[src/scss_pkg.sv]
// constants and types of the six-channel switch sequencer
// Contract
// - slot field 000 means direct enable; 001..111 select slots 1..7
// - 0x06 holds ch4 bits 5:3, ch3 bits 2:0; 0x07 ch6/ch5; reset 000
// - command 01 starts power-up, slots 1 up to 7
// - command 10 starts shutdown, slots 7 down to 1
// - command 11 and 00 start nothing
// - command field clears at once and reads 00
// - bit 3 reads 1 while a run is in progress, else 0
// - bits 2:0 show the slot now running, 000 when idle
// - 0x0A bits 5:0 are read/write protection enables; bits 7:6 read 0
// - 0x0B bits 5:0 show each channel on or off; bits 7:6 read 0
// - writing B0 to 0x69 returns every register to its default
// - restore register always reads 00
// - 0x02 bits 5:0 directly switch channels whose slot field is 000
// - bus address 0011000 with select pin low, 0011001 with it high
package scss_pkg;
    localparam int NUM_CH = 6;
    localparam logic [7:0] ADDR_DIRECT_ON = 8'h02;
    localparam logic [7:0] ADDR_SLOT_CH12 = 8'h05;
    localparam logic [7:0] ADDR_SLOT_CH34 = 8'h06;
    localparam logic [7:0] ADDR_SLOT_CH56 = 8'h07;
    localparam logic [7:0] ADDR_SEQUENCE_COMMAND = 8'h08;
    localparam logic [7:0] ADDR_PROTECT = 8'h0A;
    localparam logic [7:0] ADDR_CH_STATE = 8'h0B;
    localparam logic [7:0] ADDR_RESTORE = 8'h69;
    localparam logic [7:0] RESTORE_KEY = 8'hB0;
    localparam logic [6:0] BUS_ADDR_LOW = 7'h18;
    localparam logic [6:0] BUS_ADDR_HIGH = 7'h19;
    localparam logic [7:0] RESET_BYTE = 8'h00;
    localparam logic [2:0] SLOT_NONE = 3'h0;
    localparam logic [2:0] SLOT_FIRST = 3'h1;
    localparam logic [2:0] SLOT_LAST = 3'h7;
    localparam logic [1:0] CMD_POWER_UP = 2'h1;
    localparam logic [1:0] CMD_SHUTDOWN = 2'h2;
    localparam int PERIOD_SEL_LSB = 6;
    localparam int CMD_LSB = 4;
    localparam int ACTIVE_BIT = 3;
    localparam int CLK_PERIOD_PS = 8000;
    localparam int SLOT_TIME0_US = 700;
    localparam int SLOT_TIME1_US = 1300;
    localparam int SLOT_TIME2_US = 1900;
    localparam int SLOT_TIME3_US = 2500;
    // scaled in nanoseconds so the longest slot stays inside a 32-bit int
    localparam int SLOT_CYC0 = SLOT_TIME0_US * 1000 / (CLK_PERIOD_PS / 1000);
    localparam int SLOT_CYC1 = SLOT_TIME1_US * 1000 / (CLK_PERIOD_PS / 1000);
    localparam int SLOT_CYC2 = SLOT_TIME2_US * 1000 / (CLK_PERIOD_PS / 1000);
    localparam int SLOT_CYC3 = SLOT_TIME3_US * 1000 / (CLK_PERIOD_PS / 1000);
    localparam int CNT_W = 20;
    typedef enum logic {
        SCSS_IDLE,
        SCSS_RUN
    } scss_state_t;
endpackage

[src/scss_top.sv]
// register file and slot sequencer of the six-channel switch
`timescale 1ns/1ps
module scss_top #(
    parameter int SLOT_CYC0 = scss_pkg::SLOT_CYC0,
    parameter int SLOT_CYC1 = scss_pkg::SLOT_CYC1,
    parameter int SLOT_CYC2 = scss_pkg::SLOT_CYC2,
    parameter int SLOT_CYC3 = scss_pkg::SLOT_CYC3
) (
    input wire logic CLOCK_I,
    input wire logic RST_I,
    input wire logic ADDR_SEL_I,
    input wire logic WR_STB_I,
    input wire logic RD_STB_I,
    input wire logic [6:0] DEV_ADDR_I,
    input wire logic [7:0] REG_ADDR_I,
    input wire logic [7:0] WDATA_I,
    output logic ACK_O,
    output logic [7:0] RDATA_O,
    output logic [scss_pkg::NUM_CH-1:0] CH_ON_O,
    output logic [scss_pkg::NUM_CH-1:0] PROTECT_EN_O
);
    import scss_pkg::*;

    logic addr_sel;
    logic [NUM_CH-1:0] direct_on_q;
    logic [NUM_CH-1:0] protect_q;
    logic [NUM_CH*3-1:0] slot_sel_q;
    logic [1:0] period_sel_q;
    scss_state_t state_q;
    logic up_q;
    logic [2:0] cur_slot_q;
    logic [CNT_W-1:0] cnt_q;
    logic [NUM_CH-1:0] sequence_active_q;
    logic [NUM_CH-1:0] sequence_active_d;
    logic [NUM_CH-1:0] ch_on_d;

    scss_sync u_addr_sync (
        .clk_i(CLOCK_I),
        .rst_i(RST_I),
        .pin_i(ADDR_SEL_I),
        .level_o(addr_sel)
    );

    // bus address follows the filtered select pin
    wire [6:0] own_addr = addr_sel ? BUS_ADDR_HIGH : BUS_ADDR_LOW;
    wire hit = (DEV_ADDR_I == own_addr);
    wire wr = WR_STB_I && hit;
    wire rd = RD_STB_I && hit && !WR_STB_I;
    wire ack_d = wr || rd;

    // one offset decode serves both the write enables and the read mux
    wire at_direct = (REG_ADDR_I == ADDR_DIRECT_ON);
    wire at_slot12 = (REG_ADDR_I == ADDR_SLOT_CH12);
    wire at_slot34 = (REG_ADDR_I == ADDR_SLOT_CH34);
    wire at_slot56 = (REG_ADDR_I == ADDR_SLOT_CH56);
    wire at_ctrl = (REG_ADDR_I == ADDR_SEQUENCE_COMMAND);
    wire at_protect = (REG_ADDR_I == ADDR_PROTECT);
    wire at_state = (REG_ADDR_I == ADDR_CH_STATE);
    wire at_restore = (REG_ADDR_I == ADDR_RESTORE);
    wire wr_direct = wr && at_direct;
    wire wr_slot12 = wr && at_slot12;
    wire wr_slot34 = wr && at_slot34;
    wire wr_slot56 = wr && at_slot56;
    wire wr_ctrl = wr && at_ctrl;
    wire wr_protect = wr && at_protect;
    wire restore = wr && at_restore && (WDATA_I == RESTORE_KEY);

    // the command field is never stored, only decoded on the write
    wire [1:0] cmd = WDATA_I[CMD_LSB+1:CMD_LSB];
    wire start_up = wr_ctrl && (cmd == CMD_POWER_UP) && (state_q == SCSS_IDLE);
    wire start_dn = wr_ctrl && (cmd == CMD_SHUTDOWN) && (state_q == SCSS_IDLE);
    wire start = start_up || start_dn;
    wire [1:0] period_wr = WDATA_I[PERIOD_SEL_LSB+1:PERIOD_SEL_LSB];
    wire active = (state_q == SCSS_RUN);

    wire [CNT_W-1:0] period_cyc =
        (period_sel_q == 2'h0) ? CNT_W'(SLOT_CYC0) :
        (period_sel_q == 2'h1) ? CNT_W'(SLOT_CYC1) :
        (period_sel_q == 2'h2) ? CNT_W'(SLOT_CYC2) : CNT_W'(SLOT_CYC3);
    // a shorter period written mid-run must not wait for the counter to wrap
    wire slot_done = active && (cnt_q >= period_cyc - CNT_W'(1));
    wire last_slot = up_q ? (cur_slot_q == SLOT_LAST) : (cur_slot_q == SLOT_FIRST);
    wire advance = slot_done && !last_slot;
    wire finish = slot_done && last_slot;
    wire [2:0] next_slot = up_q ? cur_slot_q + 3'h1 : cur_slot_q - 3'h1;
    wire [2:0] apply_slot = start ? (start_up ? SLOT_FIRST : SLOT_LAST) : next_slot;
    wire apply_en = start || advance;
    wire apply_on = start ? start_up : up_q;

    // all channels sharing the entered slot switch on the same edge
    genvar g;
    generate
        for (g = 0; g < NUM_CH; g++) begin : g_ch
            wire [2:0] sel = slot_sel_q[g*3 +: 3];
            wire hit_slot = apply_en && (sel == apply_slot);
            assign sequence_active_d[g] = hit_slot ? apply_on : sequence_active_q[g];
            // slot 000 hands the channel to its direct enable bit
            assign ch_on_d[g] = (sel == SLOT_NONE) ? direct_on_q[g] : sequence_active_q[g];
        end
    endgenerate

    // one process owns the whole run-driven vector
    always_ff @(posedge CLOCK_I or posedge RST_I) begin
        if (RST_I) begin
            sequence_active_q <= '0;
        end else if (restore) begin
            sequence_active_q <= '0;
        end else begin
            sequence_active_q <= sequence_active_d;
        end
    end

    wire [7:0] ctrl_rd = {period_sel_q, 2'b00, active, cur_slot_q};
    wire [7:0] rd_mux =
        at_direct ? {2'b00, direct_on_q} :
        at_slot12 ? {2'b00, slot_sel_q[5:0]} :
        at_slot34 ? {2'b00, slot_sel_q[11:6]} :
        at_slot56 ? {2'b00, slot_sel_q[17:12]} :
        at_ctrl ? ctrl_rd :
        at_protect ? {2'b00, protect_q} :
        at_state ? {2'b00, CH_ON_O} :
        RESET_BYTE; // restore register and unmapped addresses read 00

    always_ff @(posedge CLOCK_I or posedge RST_I) begin
        if (RST_I) begin
            direct_on_q <= '0;
        end else if (restore) begin
            direct_on_q <= '0;
        end else if (wr_direct) begin
            direct_on_q <= WDATA_I[NUM_CH-1:0];
        end
    end

    always_ff @(posedge CLOCK_I or posedge RST_I) begin
        if (RST_I) begin
            protect_q <= '0;
        end else if (restore) begin
            protect_q <= '0;
        end else if (wr_protect) begin
            protect_q <= WDATA_I[NUM_CH-1:0];
        end
    end

    always_ff @(posedge CLOCK_I or posedge RST_I) begin
        if (RST_I) begin
            period_sel_q <= 2'h0;
        end else if (restore) begin
            period_sel_q <= 2'h0;
        end else if (wr_ctrl) begin
            period_sel_q <= period_wr;
        end
    end

    always_ff @(posedge CLOCK_I or posedge RST_I) begin
        if (RST_I) begin
            slot_sel_q <= '0;
        end else if (restore) begin
            slot_sel_q <= '0;
        end else begin
            if (wr_slot12) begin
                slot_sel_q[5:0] <= WDATA_I[5:0];
            end
            if (wr_slot34) begin
                slot_sel_q[11:6] <= WDATA_I[5:0];
            end
            if (wr_slot56) begin
                slot_sel_q[17:12] <= WDATA_I[5:0];
            end
        end
    end

    // a command written while a run is going is dropped, not queued
    always_ff @(posedge CLOCK_I or posedge RST_I) begin
        if (RST_I) begin
            state_q <= SCSS_IDLE;
            up_q <= 1'b0;
            cur_slot_q <= SLOT_NONE;
            cnt_q <= '0;
        end else if (restore) begin
            state_q <= SCSS_IDLE;
            up_q <= 1'b0;
            cur_slot_q <= SLOT_NONE;
            cnt_q <= '0;
        end else begin
            case (state_q)
                SCSS_IDLE: begin
                    if (start) begin
                        state_q <= SCSS_RUN;
                        up_q <= start_up;
                        cur_slot_q <= apply_slot;
                        cnt_q <= '0;
                    end
                end
                SCSS_RUN: begin
                    if (finish) begin
                        state_q <= SCSS_IDLE;
                        cur_slot_q <= SLOT_NONE;
                        cnt_q <= '0;
                    end else if (advance) begin
                        cur_slot_q <= next_slot;
                        cnt_q <= '0;
                    end else begin
                        cnt_q <= cnt_q + CNT_W'(1);
                    end
                end
                default: begin
                    state_q <= SCSS_IDLE;
                end
            endcase
        end
    end

    always_ff @(posedge CLOCK_I or posedge RST_I) begin
        if (RST_I) begin
            ACK_O <= 1'b0;
            RDATA_O <= RESET_BYTE;
            CH_ON_O <= '0;
            PROTECT_EN_O <= '0;
        end else begin
            ACK_O <= ack_d;
            if (rd) begin
                RDATA_O <= rd_mux;
            end
            CH_ON_O <= ch_on_d;
            PROTECT_EN_O <= protect_q;
        end
    end
endmodule

[src/scss_sync.sv]
// three-stage pin synchroniser with agreement filter
`timescale 1ns/1ps
module scss_sync (
    input wire logic clk_i,
    input wire logic rst_i,
    input wire logic pin_i,
    output logic level_o
);
    logic s1_q;
    logic s2_q;
    logic s3_q;

    always_ff @(posedge clk_i or posedge rst_i) begin
        if (rst_i) begin
            s1_q <= 1'b0;
            s2_q <= 1'b0;
            s3_q <= 1'b0;
            level_o <= 1'b0;
        end else begin
            s1_q <= pin_i;
            s2_q <= s1_q;
            s3_q <= s2_q;
            if (s2_q == s3_q) begin
                level_o <= s3_q;
            end
        end
    end
endmodule

[config.mk]
export PLATFORM = sky130hd
export DESIGN_NAME = scss_top
export DESIGN_NICKNAME = d
export VERILOG_FILES = /design/src/scss_pkg.sv /design/src/scss_top.sv /design/src/scss_sync.sv
export SDC_FILE = /design/constraint.sdc
export NUM_CORES = 1
export LEC_CHECK = 0
export ABC_AREA = 0
export BUFFER_PORTS_ARGS = -buffer_cell sky130_fd_sc_hd__buf_4
export CAP_MARGIN = 10
export CORE_ASPECT_RATIO = 2
export CORE_UTILIZATION = 44
export DETAILED_ROUTE_END_ITERATION = 16
export SYNTH_ARGS = -nofsm -noshare
export SYNTH_HDL_FRONTEND = slang
export SYNTH_SLANG_ARGS = --single-unit
export TNS_END_PERCENT = 1
[constraint.sdc]
create_clock -name CLOCK_I -period 4.54 [get_ports CLOCK_I]
set_input_delay 1.135 -clock CLOCK_I [delete_from_list [all_inputs] [get_ports CLOCK_I]]
set_output_delay 1.135 -clock CLOCK_I [all_outputs]
set_load 0.02 [all_outputs]
# == After elaboration in Yosys (flattened, before gate mapping) ==
# Index checks and enable logic that the tools add are counted.
# Widths: inputs -> output; s select.
# totals
register_bits,88
input_bits,28
out_inout_bits,21
elab_cells,160
# classes
n_addsub,4
order_cmp,1
eq_ne,26
n_mux,55
bitwise_logic,1
n_reduce_logical,49
# op_table
op,n
$mux 20,4
$mux 6,10
$mux 19,3
$mux 8,5
$pmux 20 s2,1
$eq 8x3->1 const B,3
$eq 8x4->1 const B,3
$logic_and 1x1->1,24
$reduce_bool 2->1,12
$mux 3,7
$add 20x1->20 const B,1
$ge 20x20->1,1
$mux 1,20
$sub 19x1->20 const B,1
$eq 3x3->1,6
$logic_not 3->1,6
$mux 18,1
$eq 8x2->1 const B,1
$eq 8x7->1 const B,1
$eq 8x8->1 const B,1
$eq 7x5->1,1
$pmux 3 s2,1
$eq 2x1->1 const B,2
$eq 2x2->1 const B,2
15 further kinds,19

# == Longest topological paths before layout ==
# Gate-level depths: netlist (run 1).
# depth
word_depth,12
ltp_mapped,14
depth_no_buf,12

# == Modules after synthesis ==
# Synthesis (run 1) repeated with hierarchy kept, for this count alone.
# unflattened
cells_unflattened,562
hier_area_um2,5491.5
# by_module_without_submodules
module,instances,cells_each,area_per_inst_um2,seq_area_each_um2
scss_top,1,556,5376.4,2102.0
scss_sync,1,6,115.1,100.1

# == Least setup slack after synthesis (run 1) ==
# Ideal clock, no wire load.
# synth_timing
kind,input to register
from,in DEV_ADDR_I[6]
to,reg sequence_active_q[1]
setup_ns,0.080
arrival_ns,2.924
required_ns,4.460
slack_ns,1.535
cell_stages,7
path_buffers,0
cell_sequence,and4bb_1 nand4_2 or4b_4 nand2_4 xor2_1 nor4_2 mux2i_1
# synth_between
elab_chain_len,10
elab_cells_between_ends,19
classes_between,eq/ne (2); mux (5); reduce/logical (12)
# synth_lines
element,line,rtl
"start, declared",scss_top.sv:14,"input wire logic [6:0] DEV_ADDR_I,"
$eq 7x5->1 (*),scss_top.sv:46,wire hit = (DEV_ADDR_I == own_addr);
$logic_and 1x1->1 (*),scss_top.sv:47,wire wr = WR_STB_I && hit;
$logic_and 1x1->1,scss_top.sv:64,wire wr_ctrl = wr && at_ctrl;
"$logic_and 1x1->1, on equally long branches (2 in series)","scss_top.sv:70, scss_top.sv:71",
$mux 3 or $logic_or 1x1->1 (tied branches),"scss_top.sv:86, scss_top.sv:72",
$mux 3,scss_top.sv:86,wire [2:0] apply_slot = start ? (start_up ? SLOT_FIRST : SLOT_LAST) : next_slot;
$eq 3x3->1,scss_top.sv:95,wire hit_slot = apply_en && (sel == apply_slot);
$logic_and 1x1->1,scss_top.sv:95,
$reduce_bool 2->1 (no source line),--,
"end signal, assigned",scss_top.sv:109,sequence_active_q <= sequence_active_d;
"end, declared",scss_top.sv:33,logic [NUM_CH-1:0] sequence_active_q;
# Every way passes the cells marked *; elsewhere a longest branch is shown, timed or not. The select of a mux whose other input is x is not followed.
# A chain may end at the register's enable or synchronous reset.

# == Final worst setup path (run 1) ==
# layout_timing
from,reg period_sel_q[0]
to,reg cnt_q[4]
# layout_between
elab_chain_len,12
elab_cells_between_ends,15
classes_between,add/sub (1); order compare (1); eq/ne (2); mux (7); reduce/logical (4)
# layout_lines
element,line,rtl
"start, declared",scss_top.sv:28,logic [1:0] period_sel_q;
"start signal, assigned",scss_top.sv:150,period_sel_q <= period_wr;
$eq 2x2->1,scss_top.sv:79,(period_sel_q == 2'h2) ? CNT_W'(SLOT_CYC2) : CNT_W'(SLOT_CYC3);
$mux 19,scss_top.sv:79,
$mux 19,scss_top.sv:78,(period_sel_q == 2'h1) ? CNT_W'(SLOT_CYC1) :
$mux 19 (*),scss_top.sv:77,(period_sel_q == 2'h0) ? CNT_W'(SLOT_CYC0) :
$sub 19x1->20 (*),scss_top.sv:81,wire slot_done = active && (cnt_q >= period_cyc - CNT_W'(1));
$ge 20x20->1 (*),scss_top.sv:81,
$logic_and 1x1->1 (*),scss_top.sv:81,
$logic_and 1x1->1,scss_top.sv:83,wire advance = slot_done && !last_slot;
$mux 20,scss_top.sv:199,end else if (advance) begin
$mux 20 (*),scss_top.sv:195,if (finish) begin
$pmux 20 s2 (*),scss_top.sv:185,case (state_q)
$mux 20 (*),scss_top.sv:179,end else if (restore) begin
"end signal, assigned",scss_top.sv:203,cnt_q <= cnt_q + CNT_W'(1);
"end, declared",scss_top.sv:32,logic [CNT_W-1:0] cnt_q;
# Every way passes the cells marked *; elsewhere a longest branch is shown, timed or not.

==> results of run 1 <==
[cell usage in the layout (no fill, tap or decap), types with 5 or more instances in the layout]
master	instances
nor2_1	20
xnor2_1	19
nor3_1	8
a21oi_1	10
buf_4	54
mux2_2	30
mux2i_1	10
ha_1	27
dfrtp_1	88
nand3_1	10
clkbuf_16	9
xor2_1	5
inv_1	16
nor3b_1	7
and3_1	11
mux2_1	6
nand2_1	40
o21ai_0	33
a21o_1	10
nor4_2	6
[cell families (layout without fill, tap and decap cells)]
family,count (synthesis),after routing,synth area share [%]
xor gates and xnor gates,27,27,5.12
AOI/OAI and AO/OA,95,95,13.4
adders and majority gates,28,28,6.88
DFF,88,88,43.6
muxes,46,46,10.0
buffers and inverters,34,87,3.09
and+or+nand+nor,145,145,17.9
[routing by layer]
layer / GRT usage (%) / part of all wire [%] / up-vias
li1: - / - / 1780
met1: 24.6 / 35 / 1970
met2: 46.3 / 56 / 107
met3: 3.26 / 2.9 / 52
met4: 16.4 / 6.3 / 0
met5: 0 / 0 / -
[area by class of cell]
cell class,instances,area [um^2]
clock buffer,10,239
clock inverter,6,66.3
fill,1001,5360
inverter,17,65.1
multi-input combinational,341,2700
sequential,88,2200
tap,142,178
timing repair buffer,54,405
[power groups by stage]
stage / clock [mW] / sequential, mW / combinational [mW]
6_report: 0.761 / 0.846 / 0.168
2_1_floorplan: 0 / 0.849 / 0.108
5_1_grt: 0.803 / 0.851 / 0.188
3_3_place_gp: 0 / 0.858 / 0.163
4_1_cts: 0.779 / 0.845 / 0.169
3_5_place_dp: 0 / 0.860 / 0.168
[through the flow]
stage	hold WS [ns]	total power [mW]	utilization [%]	cell area (um^2)	worst slack, ns
2_1_floorplan	0.331	0.958	-	5060	1.13
3_5_place_dp	0.364	1.03	49.5	5550	0.953
3_3_place_gp	0.361	1.02	49.5	5550	0.995
4_1_cts	0.379	1.79	52.2	5850	1.14
5_1_grt	0.389	1.84	52.2	5850	0.836
6_report	0.373	1.78	52.2	5850	1.13
[worst paths after layout]
kind,end,start,cells after the start
worst max-delay path,cnt_q[4],period_sel_q[0],12
worst min-delay path,u_addr_sync.s2_q,u_addr_sync.s1_q,0
worst max register to register,cnt_q[4],period_sel_q[0],12
worst min register to register,u_addr_sync.s2_q,u_addr_sync.s1_q,0
max in group asynchronous,cnt_q[12],RST_I,3
min in group asynchronous,cnt_q[9],RST_I,2
[registers in the layout, indices dropped and copies added (netlist names)]
signal	count
up_q	1
active	1
u_addr_sync.level_o	1
u_addr_sync.s1_q	1
ACK_O	1
slot_sel_q	18
sequence_active_q	6
protect_q	6
direct_on_q	6
period_sel_q	2
cur_slot_q	3
PROTECT_EN_O	6
RDATA_O	8
u_addr_sync.s3_q	1
cnt_q	20
u_addr_sync.s2_q	1
CH_ON_O	6
[worst max-delay path, stage by stage (launching register included)]
cell and delay [ns]:
dfrtp_1 0.45, inv_1 0.14, ha_1 0.24, nor2_1 0.15, inv_1 0.10, ha_1 0.29, a211o_1 0.26, o211ai_1 0.25
a21oi_1 0.10, nand4b_1 0.56, buf_4 0.41, o21ai_0 0.22, o2bb2ai_1 0.15
==> results_dict.tcl, run 1 <==
set metrics [dict create \
    crit_arrival_ns 3.66 \
    rsz0062_at_grt "false" \
    ant_nets 0 \
    area_delta_synth_final_pct 15.8 \
    synth_common_cells "dfrtp_1 (88), nand2_1 (40), o21ai_0 (33)" \
    power.share.clock_pct 42.9 \
    synth_top_cell_area_share_pct 43.6 \
    cts_resized 0 \
    drv_slew 0 \
    row_count 55 \
    design.die.area_um2 12000 \
    clkLatencyLatePin_ns 0.34 \
    min_period_over_period_pct 75.2 \
    final_nets 566 \
    p_switching_uw 443 \
    synth_ff_type "dfrtp_1" \
    yosysMostFrequentCell "dfrtp_1" \
    critPathMaxFanout 16 \
    ys_warn_count 0 \
    antennaDiodeCount 0 \
    power.density_nw_per_um2 303 \
    io_pins 49 \
    final-setup-viol-count 0 \
    cts_buffer_depth 2 \
    drive_above_1_share_pct 25.0 \
    grt_pass1_vias 4011 \
    dpl.cell_count 642 \
    initial_core_util_pct 45.1 \
    status "complete, no violations" \
    grt_pass1_wl_mm 21.8 \
    pwr-share-comb_pct 9.4 \
    h-tree-depth 3 \
    intPower_mw 1.33 \
    cts_hold_buf 0 \
    period_needed_ns 3.41 \
    leakagePower_nw 2.79 \
    overflow 0 \
    wl_mm 13.7 \
    syn_area_per_cell_um2 10.9 \
    synth.cell_area_um2 5060 \
    worstMarginPinSlew_ns 0.872 \
    root_buffer "clkbuf_16" \
    hold_viol_final 0 \
    syn-num-nets 518 \
    initialDrtViolationCount 178 \
    fin_tns_setup_ns 0 \
    synth_cells 463 \
    gp_congestion 0.931 \
    cts_sinks 88 \
    swShare_pct 25.0 \
    cts_tree "done" \
    drc 0 \
    drt-wirelength-per-cell_um 20.8 \
    antenna_found_initial 0 \
    timing.fmax_mhz 293 \
    fin_skew_ns 0.00672 \
    grt_usage_pct 24.7 \
    die-width_um 77.8 \
    yosysSeqAreaShare_pct 43.6 \
    drt-pass1-iter-count 4 \
    worst_ir_drop_vdd_v 0.000327 \
    synth_edf_count 0 \
    cap_viol_max_count 0 \
    core_um2 11200 \
    synth_area_leaders "dfrtp_1 (44%), ha_1 (6.7%), mux2_2 (6.7%)" \
    portBuffers 48 \
    required_ns 4.79 \
    path_clk_slew_ns 0.07 \
    num_vias 3909 \
    ys_ff_latch 88 \
    relSlewSlack_pct 41.9 \
    post_cts_buffers 0 \
    dieHeight_um 154 \
    vias_per_cell 5.94 \
    startpoint_type "flop" \
    place_hpwl_mm 10.6 \
    final_cells 658 \
    ys_types 71 \
    synthArstFlopShare_pct 100 \
    r2r_slack_ns 1.13 \
    p_seq_share_pct 47.7 \
    yosysTopAreaCell "dfrtp_1" \
    critical_path_class "flop to flop" \
    min_path_type "flop to flop" \
    grt_max_degree 38 \
    endpoint_kind "flop" \
    cts-buffers-inserted 9 \
]
No activity file was read; power rests on OpenSTA's default activity.
==> run 2: changes to the inputs <==
ABC_AREA = 1   (was 0)
clock period = 3.28 ns   (was 4.54 ns; I/O delays follow)
==> run 2 against run 1 <==
  * Power grew 34%
  * Die area grew 3.5%
  * Clock skew shrank 0.0017 ns
  * Via count grew 25%
  * Critical path type unchanged
  * Synthesized cell count grew 53%
  * Non-clock buffer count grew 3
  * Synthesized area grew 3.6%
  * Critical endpoint is now sequence_active_q[5]
==> results_dict.tcl, run 2 <==
set metrics [dict create \
    yosysMostFrequentCell "nand2_1" \
    worstMarginPinSlew_ns 1.07 \
    synthArstFlopShare_pct 100 \
    dieHeight_um 156 \
    layout_common_cells "nand2_1 (204), inv_1 (103), dfrtp_1 (88)" \
    fin_tns_setup_ns 0 \
    synth_ff_type "dfrtp_1" \
    vias_per_cell 5.33 \
    initialDrtViolationCount 282 \
    worstPathCellList "inv_1 -> ha_1 -> nor2_1 -> inv_1 -> ha_1 -> nand2_1 -> inv_1 -> nand3_1 -> nor2_1 -> nand4_1 -> nand3_1 -> nand3_2 -> nand2_2 -> nand3_1 -> nand2_1 -> o21ai_1" \
    ys_ff_latch 88 \
    fin_skew_ns 0.00507 \
    gp_congestion 0.966 \
    synth_common_cells "nand2_1 (205), inv_1 (104), dfrtp_1 (88)" \
    die-width_um 79.1 \
    synth_area_leaders "dfrtp_1 (42%), nand2_1 (15%), inv_1 (7.5%)" \
    initial_core_util_pct 45.0 \
    min_period_over_period_pct 90.1 \
    cts_sinks 88 \
    power.density_nw_per_um2 386 \
    post_cts_buffers 0 \
    rr_worst_depth 16 \
    critPathMaxFanout 8 \
    critical_path_class "flop to flop" \
    required_ns 3.49 \
    r2r_slack_ns 0.33 \
    num_vias 4879 \
    root_buffer "clkbuf_16" \
    io_pins 49 \
    cts_hold_buf 0 \
    yosysTopAreaCell "dfrtp_1" \
    portBuffers 48 \
    cts_resized 0 \
    wl_mm 16.8 \
    synth_top_cell_area_share_pct 42.0 \
    rsz0062_at_grt "false" \
    grt_pass1_vias 4930 \
    timing.rr.end "sequence_active_q[5]" \
    drv_slew 0 \
    cts-buffers-inserted 9 \
    regMostFlops "cnt_q" \
    place_hpwl_mm 13.7 \
    drt-wirelength-per-cell_um 18.4 \
    drt-pass1-iter-count 4 \
    ys_warn_count 0 \
    endpoint_kind "flop" \
    final_nets 820 \
    overflow 0 \
    relSlewSlack_pct 28.2 \
    drive_above_1_share_pct 13.1 \
    antennaDiodeCount 0 \
    hold_viol_final 0 \
    path_clk_slew_ns 0.07 \
    synth_cells 708 \
    reg.largest.list "cnt_q: 20 flops, slot_sel_q: 18 flops, RDATA_O: 8 flops" \
    cts_tree "done" \
    clkLatencyLatePin_ns 0.34 \
    status "complete, no violations" \
    mostFrequentLayoutCell "nand2_1" \
    grt_usage_pct 29.3 \
    crit_slowest_cell "dfrtp_1" \
    fin_ws_ns 0.326 \
    area_delta_synth_final_pct 17.4 \
    syn-num-nets 763 \
    startpoint_type "flop" \
    critPathMaxStageDelay_ns 0.44 \
    ys_types 38 \
    core_um2 11600 \
    largest_register_ffs 20 \
    grt_max_degree 54 \
    ant_nets 0 \
    design.die.area_um2 12400 \
    r2r-start "period_sel_q[0]" \
    period_needed_ns 2.95 \
    worst_ir_drop_vdd_v 0.000270 \
    crit_arrival_ns 3.17 \
    whs_path_depth 0 \
    synth_edf_count 0 \
    antenna_found_initial 0 \
    h-tree-depth 3 \
    min_path_type "flop to flop" \
    syn_area_per_cell_um2 7.40 \
    yosysSeqAreaShare_pct 42.0 \
    final-setup-viol-count 0 \
    drc 0 \
    row_count 56 \
    grt_pass1_wl_mm 26.3 \
    synth.cell_area_um2 5240 \
    cap_viol_max_count 0 \
    place_ws_ns 0.129 \
    leakagePower_nw 3.22 \
    timing.fmax_mhz 338 \
    min_from "u_addr_sync.s1_q" \
    cts_buffer_depth 2 \
    min_to "u_addr_sync.s2_q" \
]
[run 2: cell count changes in the layout (fill, tap and decap cells not counted), moves of 6 or more]
cell	change
o21ai_0	+24
mux2_2	-30
nand4_1	+9
and3_1	-11
nor2_1	+34
nor3b_1	-7
mux2i_1	-10
inv_1	+87
xnor2_1	-18
nand3_1	+49
nand2_1	+164
a21o_1	-10
o21ai_1	+6
mux2_1	-6
[run 2: layout make-up]
cell class | count | area [um^2]
clock buffer | 11 | 253
clock inverter | 5 | 86.3
fill | 1175 | 5480
inverter | 109 | 410
multi-input combinational | 500 | 2580
sequential | 88 | 2200
tap | 145 | 181
timing repair buffer | 57 | 440
[run 2: per-layer routing]
layer | up-vias | share of wire (%) | track usage (%)
met1 | 2266 | 32 | 28.0
met2 | 156 | 57 | 56.0
li1 | 2401 | - | -
met3 | 56 | 3.6 | 3.56
met5 | - | 0 | 0
met4 | 0 | 7.0 | 20.2
[run 2: logic make-up after synthesis]
group           Yosys count  synth area share, %
xor+xnor                  7                 1.17
fa+ha+maj                28                 6.64
simple gates            367                 30.6
compound gates           98                 10.6
buf+inv                 120                 8.89
flops                    88                 42.0
[run 2: where the power goes]
group	internal (mW)	switching, mW
logic	0.0394	0.0732
registers	1.09	0.0129
clock network	0.716	0.440
[run 2: worst max-delay path by stage]
| stage | endpoint | cells after the start | start | slack, ns |
|---|---|---|---|---|
| floorplan | ACK_O | 1 | RST_I | 0.18 |
| global placement | sequence_active_q[5] | 16 | period_sel_q[0] | 0.20 |
| detailed placement | sequence_active_q[5] | 16 | period_sel_q[0] | 0.13 |
| CTS | sequence_active_q[5] | 16 | period_sel_q[0] | 0.1 |
| global route | sequence_active_q[5] | 16 | period_sel_q[0] | 0.009 |
| finish | sequence_active_q[5] | 16 | period_sel_q[0] | 0.33 |
[run 2: stage by stage]
| step | instances | cell area, um^2 | total power, mW | utilization, % | hold WS, ns |
|---|---|---|---|---|---|
| floorplan | 708 | 5240 | 1.18 | - | 0.331 |
| global route | 915 | 6150 | 2.45 | 52.9 | 0.363 |
| detailed placement | 899 | 5800 | 1.24 | 49.9 | 0.344 |
| finish | 915 | 6150 | 2.37 | 52.9 | 0.355 |
| CTS | 915 | 6140 | 2.40 | 52.8 | 0.359 |
| global placement | 899 | 5800 | 1.24 | 49.9 | 0.333 |
[run 2: critical path: cells and delay by family (launching register included)]
| kind | cells | cell delay (ns) |
|---|---|---|
| buf+inv | 3 | 0.32 |
| simple gates | 10 | 1.43 |
| compound gates | 1 | 0.07 |
| fa+ha+maj | 2 | 0.55 |
| flops | 1 | 0.44 |
==> run 3: changes to the inputs <==
CORE_UTILIZATION = 35   (was 44)
==> run 3 against run 2 <==
  * Critical path depth is the same
  * Register-to-register slack about the same
  * Sequential power about the same
  * Hold slack got worse by 0.00082 ns
  * Via count barely moved
  * Largest cell class unchanged
==> results_dict.tcl, run 3 (same netlist as run 2, synthesis figures left out) <==
set metrics [dict create \
    grt_pass1_wl_mm 26.2 \
    drc 0 \
    initialDrtViolationCount 266 \
    r2r_slack_ns 0.33 \
    grt_max_degree 43 \
    io_pins 49 \
    endpoint_kind "flop" \
    critPathTopFamily "simple AND/OR/NAND/NOR gates" \
    min_path_type "flop to flop" \
    die-width_um 88.5 \
    vias_per_cell 5.03 \
    gp_congestion 0.997 \
    period_needed_ns 2.95 \
    r2r-start "period_sel_q[0]" \
    leakagePower_nw 3.25 \
    hold_viol_final 0 \
    rsz0062_at_grt "false" \
    regMostFlops "cnt_q" \
    root_buffer "clkbuf_16" \
    area_delta_synth_final_pct 19.2 \
    reg.largest.list "cnt_q: 20 flops, slot_sel_q: 18 flops, RDATA_O: 8 flops" \
    path_clk_slew_ns 0.06 \
    final_nets 828 \
    wl_mm 16.9 \
    cp.depth 16 \
    drive_above_1_share_pct 13.8 \
    largest_register_ffs 20 \
    final_util_pct 43.0 \
    cts-buffers-inserted 9 \
    overflow 0 \
    critPathMaxFanout 8 \
    relSlewSlack_pct 27.2 \
    fin_ws_ns 0.329 \
    clkLatencyLatePin_ns 0.35 \
    design.die.area_um2 15500 \
    power.density_nw_per_um2 370 \
    rr_worst_depth 16 \
    cts_sinks 88 \
    worstSetupStartpoint "period_sel_q[0]" \
    status "complete, no violations" \
    worst_ir_drop_vdd_v 0.000251 \
    portBuffers 48 \
    critPathMaxStageDelay_ns 0.43 \
    drv_slew 0 \
    worstMarginPinSlew_ns 1.08 \
    cts_tree "done" \
    crit_slowest_cell "dfrtp_1" \
    grt_pass1_vias 4896 \
    antennaDiodeCount 0 \
    grt_usage_pct 23.6 \
    cts_hold_buf 0 \
    cap_viol_max_count 0 \
    crit_arrival_ns 3.17 \
    place_hpwl_mm 13.7 \
    fin_skew_ns 0.00629 \
    min_period_over_period_pct 90.0 \
    initial_core_util_pct 36.1 \
    place_ws_ns 0.192 \
    final_cells 970 \
    antenna_found_initial 0 \
    path_common_cell "nand3_1" \
    startpoint_type "flop" \
    timing.fmax_mhz 339 \
    dpl.cell_count 954 \
    timing.rr.end "sequence_active_q[2]" \
    num_vias 4878 \
    drt-pass1-iter-count 5 \
    ant_nets 0 \
    critical_path_class "flop to flop" \
    drt-wirelength-per-cell_um 17.4 \
    h-tree-depth 3 \
    layout_common_cells "nand2_1 (204), inv_1 (103), dfrtp_1 (88)" \
    dieHeight_um 175 \
    final-setup-viol-count 0 \
    crit_buf_inv 3 \
    worstPathCellList "inv_1 -> ha_1 -> nor2_1 -> inv_1 -> ha_1 -> nand2_1 -> inv_1 -> nand3_1 -> nor2_1 -> nand4_1 -> nand3_1 -> nand3_1 -> nand2_2 -> nand3_1 -> nand2_1 -> o21ai_1" \
    fin_tns_setup_ns 0 \
    endpoint "sequence_active_q[2]" \
    mostFrequentLayoutCell "nand2_1" \
    required_ns 3.50 \
    core_um2 14500 \
    cts_buffer_depth 2 \
    row_count 62 \
    whs_path_depth 0 \
]
==> run 3: power breakdown <==
part | total (mW) | switching, mW | internal, mW
Sequential | 1.11 | 0.0122 | 1.09
Clock | 1.09 | 0.420 | 0.673
Combinational | 0.112 | 0.0718 | 0.0401
Total | 2.31 | 0.504 | 1.81
==> run 3: cell type report <==
cell class / instances / area [um^2]
fillers: 1506 / 8260
multi-input cells: 500 / 2570
flip-flops and latches: 88 / 2200
repair buffers: 65 / 500
inverters: 109 / 410
clock buffers: 14 / 284
well taps: 192 / 240
clock inverters: 2 / 35.0
==> run 3: how the worst min path moves through the flow <==
stage | endpoint | slack, ns | from
final | u_addr_sync.s2_q | 0.35 | u_addr_sync.s1_q
after global placement | u_addr_sync.s2_q | 0.33 | u_addr_sync.s1_q
after floorplan | u_addr_sync.s2_q | 0.33 | u_addr_sync.s1_q
after detailed placement | u_addr_sync.s2_q | 0.34 | u_addr_sync.s1_q
after global routing | u_addr_sync.s2_q | 0.37 | u_addr_sync.s1_q
after CTS | u_addr_sync.s2_q | 0.35 | u_addr_sync.s1_q
==> run 3: worst reg2reg max path, stage by stage, from the launching register on <==
cell and delay [ns]:
dfrtp_1 0.43, inv_1 0.15, ha_1 0.24, nor2_1 0.17
inv_1 0.12, ha_1 0.31, nand2_1 0.06, inv_1 0.06
nand3_1 0.08, nor2_1 0.14, nand4_1 0.09, nand3_1 0.24
nand3_1 0.26, nand2_2 0.23, nand3_1 0.12, nand2_1 0.07
o21ai_1 0.06
==> run 3: routing by layer <==
layer	global-route usage, %	vias up	part of all wire, %
li1	-	2425	-
met1	21.1	2249	32
met2	44.8	140	57
met3	2.27	64	2.5
met4	19.8	0	7.8
met5	0	-	0
==> run 3: through the flow <==
stage                     hold WS, ns  power [mW]  instance area (um^2)
after floorplan                 0.331        1.18                  5240
after global placement          0.335        1.24                  5920
after detailed placement        0.337        1.24                  5920
after CTS                       0.351        2.33                  6240
after global routing            0.370        2.39                  6240
final                           0.354        2.31                  6240
==> run 3: timing repair <==
action,4_1_cts,5_1_grt
buffers inserted,0,0
endpoints found under the setup margin,0,6
gates resized for setup,0,1
hold endpoints to repair,0,0
